<file path="src/isl_pkg.sv">
package isl_pkg;
  // Address layout and protocol constants
  localparam int unsigned ADDR_W        = 10;
  localparam int unsigned BYTE_W        = 8;
  localparam logic [4:0]  HDR10_PATTERN = 5'h1E;   // 11110 header
  localparam logic [3:0]  BITS_PER_BYTE = 4'h8;
  localparam logic [3:0]  ACK_BIT_IDX   = 4'h9;
  // Reset values
  localparam logic [7:0]  RESET_BYTE    = 8'h00;
  localparam logic [9:0]  RESET_ADDR    = 10'h000;
  // Control word bit positions
  localparam int unsigned CTL_EN_POS    = 15;
  localparam int unsigned CTL_A10_POS   = 10;
  localparam int unsigned CTL_REL_POS   = 12;
  // Synchroniser depth on sampled pins
  localparam int unsigned SYNC_STAGES   = 2;
endpackage

</file>
<file path="src/isl_sync.sv">
`timescale 1ns/100ps
// Two-flop synchroniser with edge pulses taken from the settled stages
module isl_sync (
  input  wire logic clk_i,
  input  wire logic srst_i,
  input  wire logic pin_i,
  output logic      level_o,
  output logic      rise_o,
  output logic      fall_o
);
  import isl_pkg::*;

  typedef struct packed {
    logic meta;
    logic sync;
    logic prev;
  } isl_sync_t;

  isl_sync_t st;
  isl_sync_t next_st;

  // First stage feeds only the second; edges use stages two and three
  always_comb begin
    next_st      = st;
    next_st.meta = pin_i;
    next_st.sync = st.meta;
    next_st.prev = st.sync;
  end

  // Bus idles high, so reset to one to avoid a false start
  always_ff @(posedge clk_i) begin
    if (srst_i) begin
      st <= 3'b111;
    end else begin
      st <= next_st;
    end
  end

  assign level_o = st.sync;
  assign rise_o  = st.sync & ~st.prev;
  assign fall_o  = ~st.sync & st.prev;
endmodule // isl_sync

</file>
<file path="src/isl_slave.sv">
`timescale 1ns/100ps
// Notes on behaviour
// - When enabled, wait idle for a Start before shifting an address byte.
// - After Start shift eight bits, then compare with own address.
// - 7-bit mode compares own bits 6:0 with shift bits 7:1; bit0 is R_W.
// - Every incoming bit is sampled on the rising SCL edge.
// - On match drive acknowledge, set slave event on ninth falling edge.
// - Address match leaves receive buffer and full flag untouched.
// - R_W one enters transmit, acknowledges, holds SCL low until load.
// - Software sets clock release to free SCL; eight bits then go out.
// - Transmit data changes on SCL falling edge, stable while SCL high.
// - Transmit raises event pulse on ninth falling edge regardless of ACK.
// - R_W zero receives; byte loads buffer and acknowledges when clear.
// - Full buffer at byte end: no ACK, event pulse, buffer not loaded.
// - Overflow set with buffer empty: load buffer but answer NACK.
// - Shift and buffer registers double-buffer reception; no transmit buffer.
// - Width select at control bit 10; zero means 7-bit compare.
// - 10-bit header is 11110 A9 A8; next byte compares own bits 7:0.
// - After repeated Start in 10-bit mode only a read header must match.
// - The own address register holds ten bits.
// - Control fully writable; status low six bits read-only.
// - Clock release cleared holds SCL low until software sets it again.
module isl_slave (
  input  wire logic                          clk_i,
  input  wire logic                          srst_i,
  input  wire logic                          scl_i,
  input  wire logic                          sda_i,
  output logic                               scl_o,
  output logic                               scl_oe_o,
  output logic                               sda_o,
  output logic                               sda_oe_o,
  input  wire logic                          module_enable_bit_i,
  input  wire logic                          address_width_select_i,
  input  wire logic [isl_pkg::ADDR_W-1:0]    own_address_reg_i,
  input  wire logic                          own_address_we_i,
  input  wire logic [isl_pkg::BYTE_W-1:0]    transmit_holding_reg_i,
  input  wire logic                          transmit_we_i,
  input  wire logic                          clock_release_set_i,
  input  wire logic                          receive_read_i,
  input  wire logic                          overflow_clear_i,
  output logic [isl_pkg::BYTE_W-1:0]         receive_buffer_reg_o,
  output logic                               receive_full_flag_o,
  output logic                               receive_overflow_flag_o,
  output logic                               wide_address_match_flag_o,
  output logic                               slave_event_flag_o,
  output logic                               transmit_mode_o,
  output logic                               clock_release_bit_o,
  output logic [isl_pkg::ADDR_W-1:0]         own_address_o
);
  import isl_pkg::*;

  typedef enum logic [5:0] {
    ST_IDLE = 6'b000001,
    ST_ADDR = 6'b000010,
    ST_ADR2 = 6'b000100,
    ST_RX   = 6'b001000,
    ST_TX   = 6'b010000,
    ST_ACK  = 6'b100000
  } isl_state_t;

  typedef struct packed {
    isl_state_t       fsm;
    logic [3:0]       bitcnt;
    logic [7:0]       shift;      // receive_shift_reg
    logic [7:0]       rbuf;
    logic             receive_full_flag;
    logic             ov;
    logic             a10;
    logic             prior;      // full 10-bit match already seen
    logic             txm;
    logic             rel;
    logic             ack_drive;  // drive SDA low in ACK slot
    logic             addr_ack;
    logic             sda_out;
    logic             sda_oe;
    logic             scl_oe;
    logic             evt;
    logic [9:0]       oaddr;
    logic [7:0]       tbyte;
    logic             tfull;
    logic             mack_low;   // master ACK seen in TX ACK slot
  } isl_state_s_t;

  isl_state_s_t st;
  isl_state_s_t next_st;

  logic scl_s;
  logic scl_r;
  logic scl_f;
  logic sda_s;
  logic sda_r;
  logic sda_f;

  // Both pins cross into the system clock through two flops each
  isl_sync u_scl (
    .clk_i  (clk_i),
    .srst_i (srst_i),
    .pin_i  (scl_i),
    .level_o(scl_s),
    .rise_o (scl_r),
    .fall_o (scl_f)
  );
  isl_sync u_sda (
    .clk_i  (clk_i),
    .srst_i (srst_i),
    .pin_i  (sda_i),
    .level_o(sda_s),
    .rise_o (sda_r),
    .fall_o (sda_f)
  );

  logic start_c;
  logic stop_c;
  assign start_c = sda_f & scl_s;
  assign stop_c  = sda_r & scl_s;

  // Header of a 10-bit address: 11110 A9 A8, R_W ignored here
  function automatic logic hdr_match(input logic [7:0] b,
                                     input logic [9:0] a);
    hdr_match = (b[7:3] == HDR10_PATTERN) && (b[2:1] == a[9:8]);
  endfunction

  // Next-state logic; single process keeps all side effects in one place
  always_comb begin
    next_st     = st;
    next_st.evt = 1'b0;
    if (own_address_we_i) begin
      next_st.oaddr = own_address_reg_i;
    end
    if (transmit_we_i) begin
      next_st.tbyte = transmit_holding_reg_i;
      next_st.tfull = 1'b1;
    end
    if (clock_release_set_i) begin
      next_st.rel = 1'b1;
    end
    if (receive_read_i) begin
      next_st.receive_full_flag = 1'b0;
    end
    if (overflow_clear_i) begin
      next_st.ov = 1'b0;
    end
    // Release SCL only when software allows it
    next_st.scl_oe = ~next_st.rel;
    if (!module_enable_bit_i) begin
      next_st.fsm    = ST_IDLE;
      next_st.sda_oe = 1'b0;
      next_st.scl_oe = 1'b0;
      next_st.rel    = 1'b1;
      next_st.prior  = 1'b0;
    end else if (start_c) begin
      // Any Start, repeated or not, begins a new address byte
      next_st.fsm    = ST_ADDR;
      next_st.bitcnt = 4'h0;
      next_st.sda_oe = 1'b0;
      next_st.txm    = 1'b0;
    end else if (stop_c) begin
      next_st.fsm    = ST_IDLE;
      next_st.sda_oe = 1'b0;
      next_st.prior  = 1'b0;
    end else begin
      case (st.fsm)
        ST_IDLE: begin
          next_st.sda_oe = 1'b0;
        end
        ST_ADDR, ST_ADR2, ST_RX: begin
          if (scl_r) begin
            next_st.shift  = {st.shift[6:0], sda_s};
            next_st.bitcnt = st.bitcnt + 4'h1;
          end
          // Decide on the falling edge that closes bit eight
          if (scl_f && st.bitcnt == BITS_PER_BYTE) begin
            next_st.ack_drive = 1'b0;
            next_st.addr_ack  = 1'b0;
            next_st.fsm       = ST_ACK;
            next_st.txm       = 1'b0;
            if (st.fsm == ST_ADDR) begin
              next_st.addr_ack = 1'b1;
              if (!address_width_select_i) begin
                if (st.shift[7:1] == st.oaddr[6:0]) begin
                  next_st.ack_drive = 1'b1;
                  next_st.txm       = st.shift[0];
                end
              end else if (hdr_match(st.shift, st.oaddr)) begin
                if (!st.shift[0]) begin
                  next_st.ack_drive = 1'b1;
                  next_st.a10       = 1'b0;
                end else if (st.prior) begin
                  next_st.ack_drive = 1'b1;
                  next_st.txm       = 1'b1;
                end
              end
            end else if (st.fsm == ST_ADR2) begin
              next_st.addr_ack = 1'b1;
              if (st.shift == st.oaddr[7:0]) begin
                next_st.ack_drive = 1'b1;
                next_st.a10       = 1'b1;
                next_st.prior     = 1'b1;
              end else begin
                next_st.a10 = 1'b0;
              end
            end else begin
              // Data byte: double buffer into the receive register
              if (st.receive_full_flag) begin
                next_st.ov = 1'b1;
              end else begin
                next_st.rbuf      = st.shift;
                next_st.receive_full_flag       = 1'b1;
                next_st.ack_drive = ~st.ov;
              end
            end
            next_st.sda_oe  = next_st.ack_drive;
            next_st.sda_out = 1'b0;
            if (!next_st.ack_drive && next_st.addr_ack) begin
              next_st.sda_oe = 1'b0;
            end
          end
        end
        ST_TX: begin
          // Shift out on falling edges so SDA settles before SCL rises
          if (scl_f) begin
            if (st.bitcnt == BITS_PER_BYTE - 4'h1) begin
              next_st.sda_oe   = 1'b0;
              next_st.fsm      = ST_ACK;
              next_st.addr_ack = 1'b0;
            end else begin
              next_st.sda_oe = ~st.tbyte[3'h6 - st.bitcnt[2:0]];
              next_st.bitcnt = st.bitcnt + 4'h1;
            end
          end else if (st.bitcnt == 4'h0 && !scl_s) begin
            // First bit tracks the holding register while SCL is held low
            next_st.sda_oe = ~st.tbyte[BYTE_W-1];
          end
        end
        ST_ACK: begin
          if (scl_r && st.txm && !st.addr_ack) begin
            next_st.mack_low = ~sda_s;
          end
          // Ninth falling edge closes the ACK slot
          if (scl_f) begin
            next_st.sda_oe = 1'b0;
            next_st.bitcnt = 4'h0;
            if (st.addr_ack && !st.ack_drive) begin
              next_st.fsm = ST_IDLE;
            end else if (st.addr_ack && address_width_select_i &&
                         !st.a10 && !st.txm) begin
              next_st.fsm = ST_ADR2;
              next_st.evt = 1'b1;
            end else if (st.txm) begin
              next_st.evt = 1'b1;
              if (!st.addr_ack && !st.mack_low) begin
                next_st.fsm = ST_IDLE;
              end else begin
                next_st.fsm   = ST_TX;
                next_st.tfull = 1'b0;
                // Stretch until software loads data and releases
                if (!st.tfull || st.addr_ack) begin
                  next_st.rel    = 1'b0;
                  next_st.scl_oe = 1'b1;
                end
              end
            end else begin
              next_st.fsm = ST_RX;
              next_st.evt = 1'b1;
            end
          end
        end
        default: begin
          next_st.fsm = ST_IDLE;
        end
      endcase
    end
  end

  // Single register for all state
  always_ff @(posedge clk_i) begin
    if (srst_i) begin
      st          <= '0;
      st.fsm      <= ST_IDLE;
      st.rel      <= 1'b1;
      st.sda_out  <= 1'b0;
      st.shift    <= RESET_BYTE;
      st.rbuf     <= RESET_BYTE;
      st.tbyte    <= RESET_BYTE;
      st.oaddr    <= RESET_ADDR;
    end else begin
      st <= next_st;
    end
  end

  // Outputs straight from state flops; open drain drives low only
  assign scl_o                     = 1'b0;
  assign scl_oe_o                  = st.scl_oe;
  assign sda_o                     = 1'b0;
  assign sda_oe_o                  = st.sda_oe;
  assign receive_buffer_reg_o      = st.rbuf;
  assign receive_full_flag_o       = st.receive_full_flag;
  assign receive_overflow_flag_o   = st.ov;
  assign wide_address_match_flag_o = st.a10;
  assign slave_event_flag_o        = st.evt;
  assign transmit_mode_o           = st.txm;
  assign clock_release_bit_o       = st.rel;
  assign own_address_o             = st.oaddr;

  AST_NO_LOAD_WHEN_FULL: assert property (@(posedge clk_i)
    disable iff (srst_i)
    st.receive_full_flag && !receive_read_i |=> $stable(st.rbuf))
    else $error("receive buffer changed while full");
  AST_HOLD_SCL: assert property (@(posedge clk_i)
    disable iff (srst_i)
    !st.rel |-> st.scl_oe)
    else $error("SCL released while release bit clear");
  AST_IDLE_NO_SDA: assert property (@(posedge clk_i)
    disable iff (srst_i)
    st.fsm == ST_IDLE |-> !st.sda_oe)
    else $error("SDA driven in idle");
  AST_TX_CHANGE_ON_FALL: assert property (@(posedge clk_i)
    disable iff (srst_i)
    st.fsm == ST_TX && scl_s && !scl_f |=> $stable(st.sda_oe))
    else $error("transmit data changed while SCL high");
  AST_RX_LOAD: assert property (@(posedge clk_i)
    disable iff (srst_i)
    module_enable_bit_i && st.fsm == ST_RX && scl_f &&
    st.bitcnt == BITS_PER_BYTE && !st.receive_full_flag
    |=> st.receive_full_flag && st.rbuf == $past(st.shift))
    else $error("completed byte not moved into receive buffer");
  AST_ADDR_NO_LOAD: assert property (@(posedge clk_i)
    disable iff (srst_i)
    module_enable_bit_i && (st.fsm == ST_ADDR || st.fsm == ST_ADR2) &&
    scl_f && st.bitcnt == BITS_PER_BYTE && !receive_read_i
    |=> $stable(st.receive_full_flag) && $stable(st.rbuf))
    else $error("address byte disturbed the receive buffer");
  AST_MISMATCH_IDLE: assert property (@(posedge clk_i)
    disable iff (srst_i)
    module_enable_bit_i && st.fsm == ST_ACK && st.addr_ack &&
    !st.ack_drive && scl_f |=> st.fsm == ST_IDLE && !st.evt)
    else $error("mismatched address did not return to idle");
endmodule // isl_slave

</file>
<file path="config.mk">
export PLATFORM = sky130hd
export DESIGN_NAME = isl_slave
export DESIGN_NICKNAME = d
export VERILOG_FILES = /design/src/isl_pkg.sv /design/src/isl_sync.sv /design/src/isl_slave.sv
export SDC_FILE = /design/constraint.sdc
export NUM_CORES = 1
export LEC_CHECK = 0
export ABC_AREA = 1
export BUFFER_PORTS_ARGS = -buffer_cell sky130_fd_sc_hd__buf_2
export CAP_MARGIN = 10
export CELL_PAD_IN_SITES_DETAIL_PLACEMENT = 1
export CELL_PAD_IN_SITES_GLOBAL_PLACEMENT = 1
export CORE_MARGIN = 5
export CORE_UTILIZATION = 38
export DETAILED_ROUTE_END_ITERATION = 6
export GPL_TIMING_DRIVEN = 1
export PLACE_DENSITY_LB_ADDON = 0.1
export SYNTH_ARGS = -nofsm -noshare
export SYNTH_HDL_FRONTEND = slang
export SYNTH_SLANG_ARGS = --single-unit
export TNS_END_PERCENT = 10
</file>
<file path="constraint.sdc">
create_clock -name clk_i -period 5 [get_ports clk_i]
set_input_delay 0.25 -clock clk_i [delete_from_list [all_inputs] [get_ports clk_i]]
set_output_delay 0.25 -clock clk_i [all_outputs]
set_load 0.02 [all_outputs]
</file>
==> results <==
- The run finished with clean final reports.
- The number of buffers and inverters on the critical path is 2.
- The total power is 1.13 mW.
- Across the VDD grid, the largest voltage drop is 155 µV.
- The max-slew violation total from the final report is 0.
- The min-delay analysis places its worst path in the category in2reg.
- Averaged over all synthesized cells, the footprint is 6.70 µm².
- The sum of routed wire length over all layers is roughly 9000 µm.
- The startpoint type of the worst setup path is a flop.
- In this run the number of H-tree levels came out at 3.
- The post-cts hold buffer count is 0.
- The kind of cell with the highest combined delay along the critical path is simple AND/OR/NAND/NOR gates.
- The summed negative setup slack over all endpoints is 0 ns.
- The critical path class is reg2reg.
- The largest fanout on the critical path is 17.
- The total clock sinks is 63.
- The critical path starts at st[48].
- For this block, the via count after detailed routing is around 3100.
- The clock-pin slew on the worst setup and hold paths is 0.07 ns.
- The layout overhead on the synthesized area is 12.8%.
- Traced cell by cell, the critical path runs through inv_1 > ha_1 > nand3_1 > nor2_2 > inv_2 > nor3_2 > nand2_2 > o21ai_0 > a21oi_1.
- Setup repair after global routing left no endpoint under its margin.
- The origin of the critical flop-to-flop path is st[48].
- In the layout the commonest cells are 104 x nand2_1, 71 x nor2_1, 63 x dfxtp_1, 62 x inv_1, 54 x buf_2.
- The buffers inserted during post-CTS setup optimization is 0.
- The number of warnings reported in the yosys synthesis log is 0.
- The most common cell after layout, fill and taps aside is nand2_1.
- The pin count of the biggest net entering global routing is between 40 and 50.
- Measured along the y axis, the die boundary spans 103 µm.
- The startpoint identified for the worst hold timing path is scl_i.
- The final count of hold timing violations was 0.
- The clock arrives with 0.00881 ns of skew.
- The clock latency on the worst-skew pair is around 0.35 ns.
- The maximum frequency from static timing analysis is 0.503 GHz.
- The worst setup path is captured at a flop.
- Routability-driven placement finished with a final weighted congestion of 0.874.
- The final critical-path required period is 1.99 ns.
- The via count of the first global-routing pass came to 3149.
- Max-cap violations in this run came to 0.
- STA puts the critical path data arrival time at about 2.2 ns.
- Synthesis produced a netlist whose cell count is 495.
- The aggregate global-route resource usage is 0.182.
- Summed over all nets, the half-perimeter wirelength after detailed placement is 6990 µm.
- The largest single stage delay on the critical path is 0.38 ns.
- Of the cells placed in the final design, the portion with a size suffix greater than 1 is 0.188.
- In this run the tightest slew margin relative to its limit is 0.529.
- The CTS tree is done.
- The cell area that synthesis handed to floorplanning was 3320 µm².
- The initial antenna violation count is 0.
- In this run, post-CTS repair resized a total of 0 instances.
- The first routing iteration left 65 violations.
- The first global-routing pass estimated approximately 15000 µm of wire.
- In this run the static leakage power is 1.81 nW.
- The total DRC errors in the routed layout is 0.
- Global routing finished with a remaining overflow of 0.
- The placement row count is 34.
- The critical-path cell with the highest stage delay is dfxtp_1.
- Dividing the detail-routed via count by the number of cells gives around 4.8.
- The number of top-level pins is 57.
- In this run, CTS created clock tree buffers numbering 9.
- The clock passes through at most 2 buffers.
- The root buffer cell chosen for the clock tree is clkbuf_8.
- Of the available clock period, the critical path in the final layout requires 0.398.
- The number of antenna diodes in the final layout is 0.
- The mean routed wirelength per cell is 14.0 µm.
- Synthesis inferred 63 register bits.
- The cell area power density is 301 nW/µm².
- The total die area is 10700 µm².
- The placeable core region is 8590 µm².
- Data on the critical path is required at its endpoint by 5.23 ns.
- Of the synthesized area, sequential elements account for 0.380.
- In this run the horizontal extent of the chip is 103 µm.
- The post-detailed-route count of antenna-violating nets is 0.
- For the pin with the worst max-slew slack, the measured transition is between 0.7 and 0.8 ns.
- Before antenna repair, the detailed router went through 4 iterations.
- The initial core utilization is 0.386.
- After synthesis, the netlist uses 33 different library cells.
- The count of final setup violators is 0.
- The final layout contains about 560 nets.
- In this run the tool buffered the top-level ports with 54 buffer cells.
-- through the flow --
step / std cells / setup slack, ns / hold WS [ns] / area [µm²] / utilization
6_report: 645 / 3.01 / 0.0875 / 3740 / 0.435
5_1_grt: 645 / 2.78 / 0.0797 / 3740 / 0.435
4_1_cts: 645 / 3.00 / 0.0738 / 3740 / 0.435
3_5_place_dp: 629 / 3.02 / 0.397 / 3530 / 0.411
3_3_place_gp: 629 / 3.18 / 0.393 / 3530 / 0.411
2_1_floorplan: 496 / 3.43 / 0.354 / 3320 / -
-- synth_stat cells --
cell      count  area share
nor3_2        2      0.0060
nand4_4       1      0.0064
nand3_2       3      0.0091
o21ai_1       2      0.0030
xor2_1        2      0.0053
nand2_2       6       0.011
o21a_1        1      0.0023
nor2_4        1      0.0034
buf_4        20       0.045
nor2_1       71       0.080
conb_1        1      0.0011
a21oi_2       1      0.0026
xnor2_1       7       0.018
o21ai_0      40       0.060
nor3_1        3      0.0045
or2_2         6       0.011
inv_2         5      0.0057
nand2_4       1      0.0034
ha_1          2      0.0075
a21oi_1      40       0.060
o211ai_1      1      0.0023
buf_2         2      0.0030
nor3_4        1      0.0049
nand2_1     104        0.12
inv_1        62       0.070
o21ai_2       1      0.0026
nand3_1      32       0.048
clkbuf_1      6      0.0068
clkinv_1      1      0.0011
dfxtp_1      63        0.38
buf_6         1      0.0034
nand4_1       2      0.0038
nor2_2        4      0.0075
-- worst register-to-register path: stages, from the launching register on --
cell and delay (ns):
dfxtp_1 0.38, inv_1 0.19, ha_1 0.20, nand3_1 0.09, nor2_2 0.17, inv_2 0.08
nor3_2 0.21, nand2_2 0.24, o21ai_0 0.26, a21oi_1 0.06
-- worst paths after layout --
| kind | cells after the start | endpoint | slack (ns) |
|---|---|---|---|
| setup / recovery | 9 | receive_buffer_reg_o[0] | 3.01 |
| hold / removal | 2 | u_scl.next_st[1] | 0.09 |
| setup reg to reg | 9 | receive_buffer_reg_o[0] | 3.01 |
| hold reg to reg | 1 | u_sda.level_o | 0.41 |
-- flip-flops by register name, summed over array words and instances (netlist names) --
register                   cells
receive_buffer_reg_o           8
receive_full_flag_o            1
scl_oe_o                       1
u_scl.level_o                  1
st                            31
wide_address_match_flag_o      1
u_scl.st                       1
u_scl.next_st                  1
receive_overflow_flag_o        1
clock_release_bit_o            1
u_sda.st                       1
sda_oe_o                       1
own_address_o                 10
u_sda.next_st                  1
slave_event_flag_o             1
u_sda.level_o                  1
transmit_mode_o                1
-- layout make-up --
type / instances / area [µm²]
Clock buffer: 13 / 169
Clock inverter: 3 / 40.0
Fill cell: 1176 / 4850
Inverter: 68 / 255
Multi-Input combinational cell: 336 / 1610
Sequential cell: 63 / 1260
Tap cell: 108 / 135
Timing Repair Buffer: 54 / 270
-- cell families (layout without fill, tap and decap cells) --
family                     after synthesis  after routing  share of synthesized area
and+or+nand+nor                        237            237                      0.318
buffers and inverters                   97            138                      0.135
AOI/OAI and AO/OA                       86             86                      0.134
DFF                                     63             63                      0.380
xor gates and xnor gates                 9              9                     0.0238
adders and majority gates                2              2                    0.00755
other                                    1              2                    0.00113
-- power by group --
part	leakage [nW]	switching, mW	internal (mW)
logic	1.19	0.0796	0.0429
clock network	0.109	0.201	0.270
registers	0.514	0.0144	0.518
total	1.81	0.295	0.831
-- routing by layer --
metal | vias to the layer above | track usage | wire length (µm)
met1 | 1438 | 0.254 | 4620
met4 | 0 | 0.0588 | 110
met5 | - | 0 | 0
li1 | 1608 | - | -
met2 | 70 | 0.278 | 3840
met3 | 10 | 0.0409 | 462
Note: power is estimated with default switching activity, not from simulation.
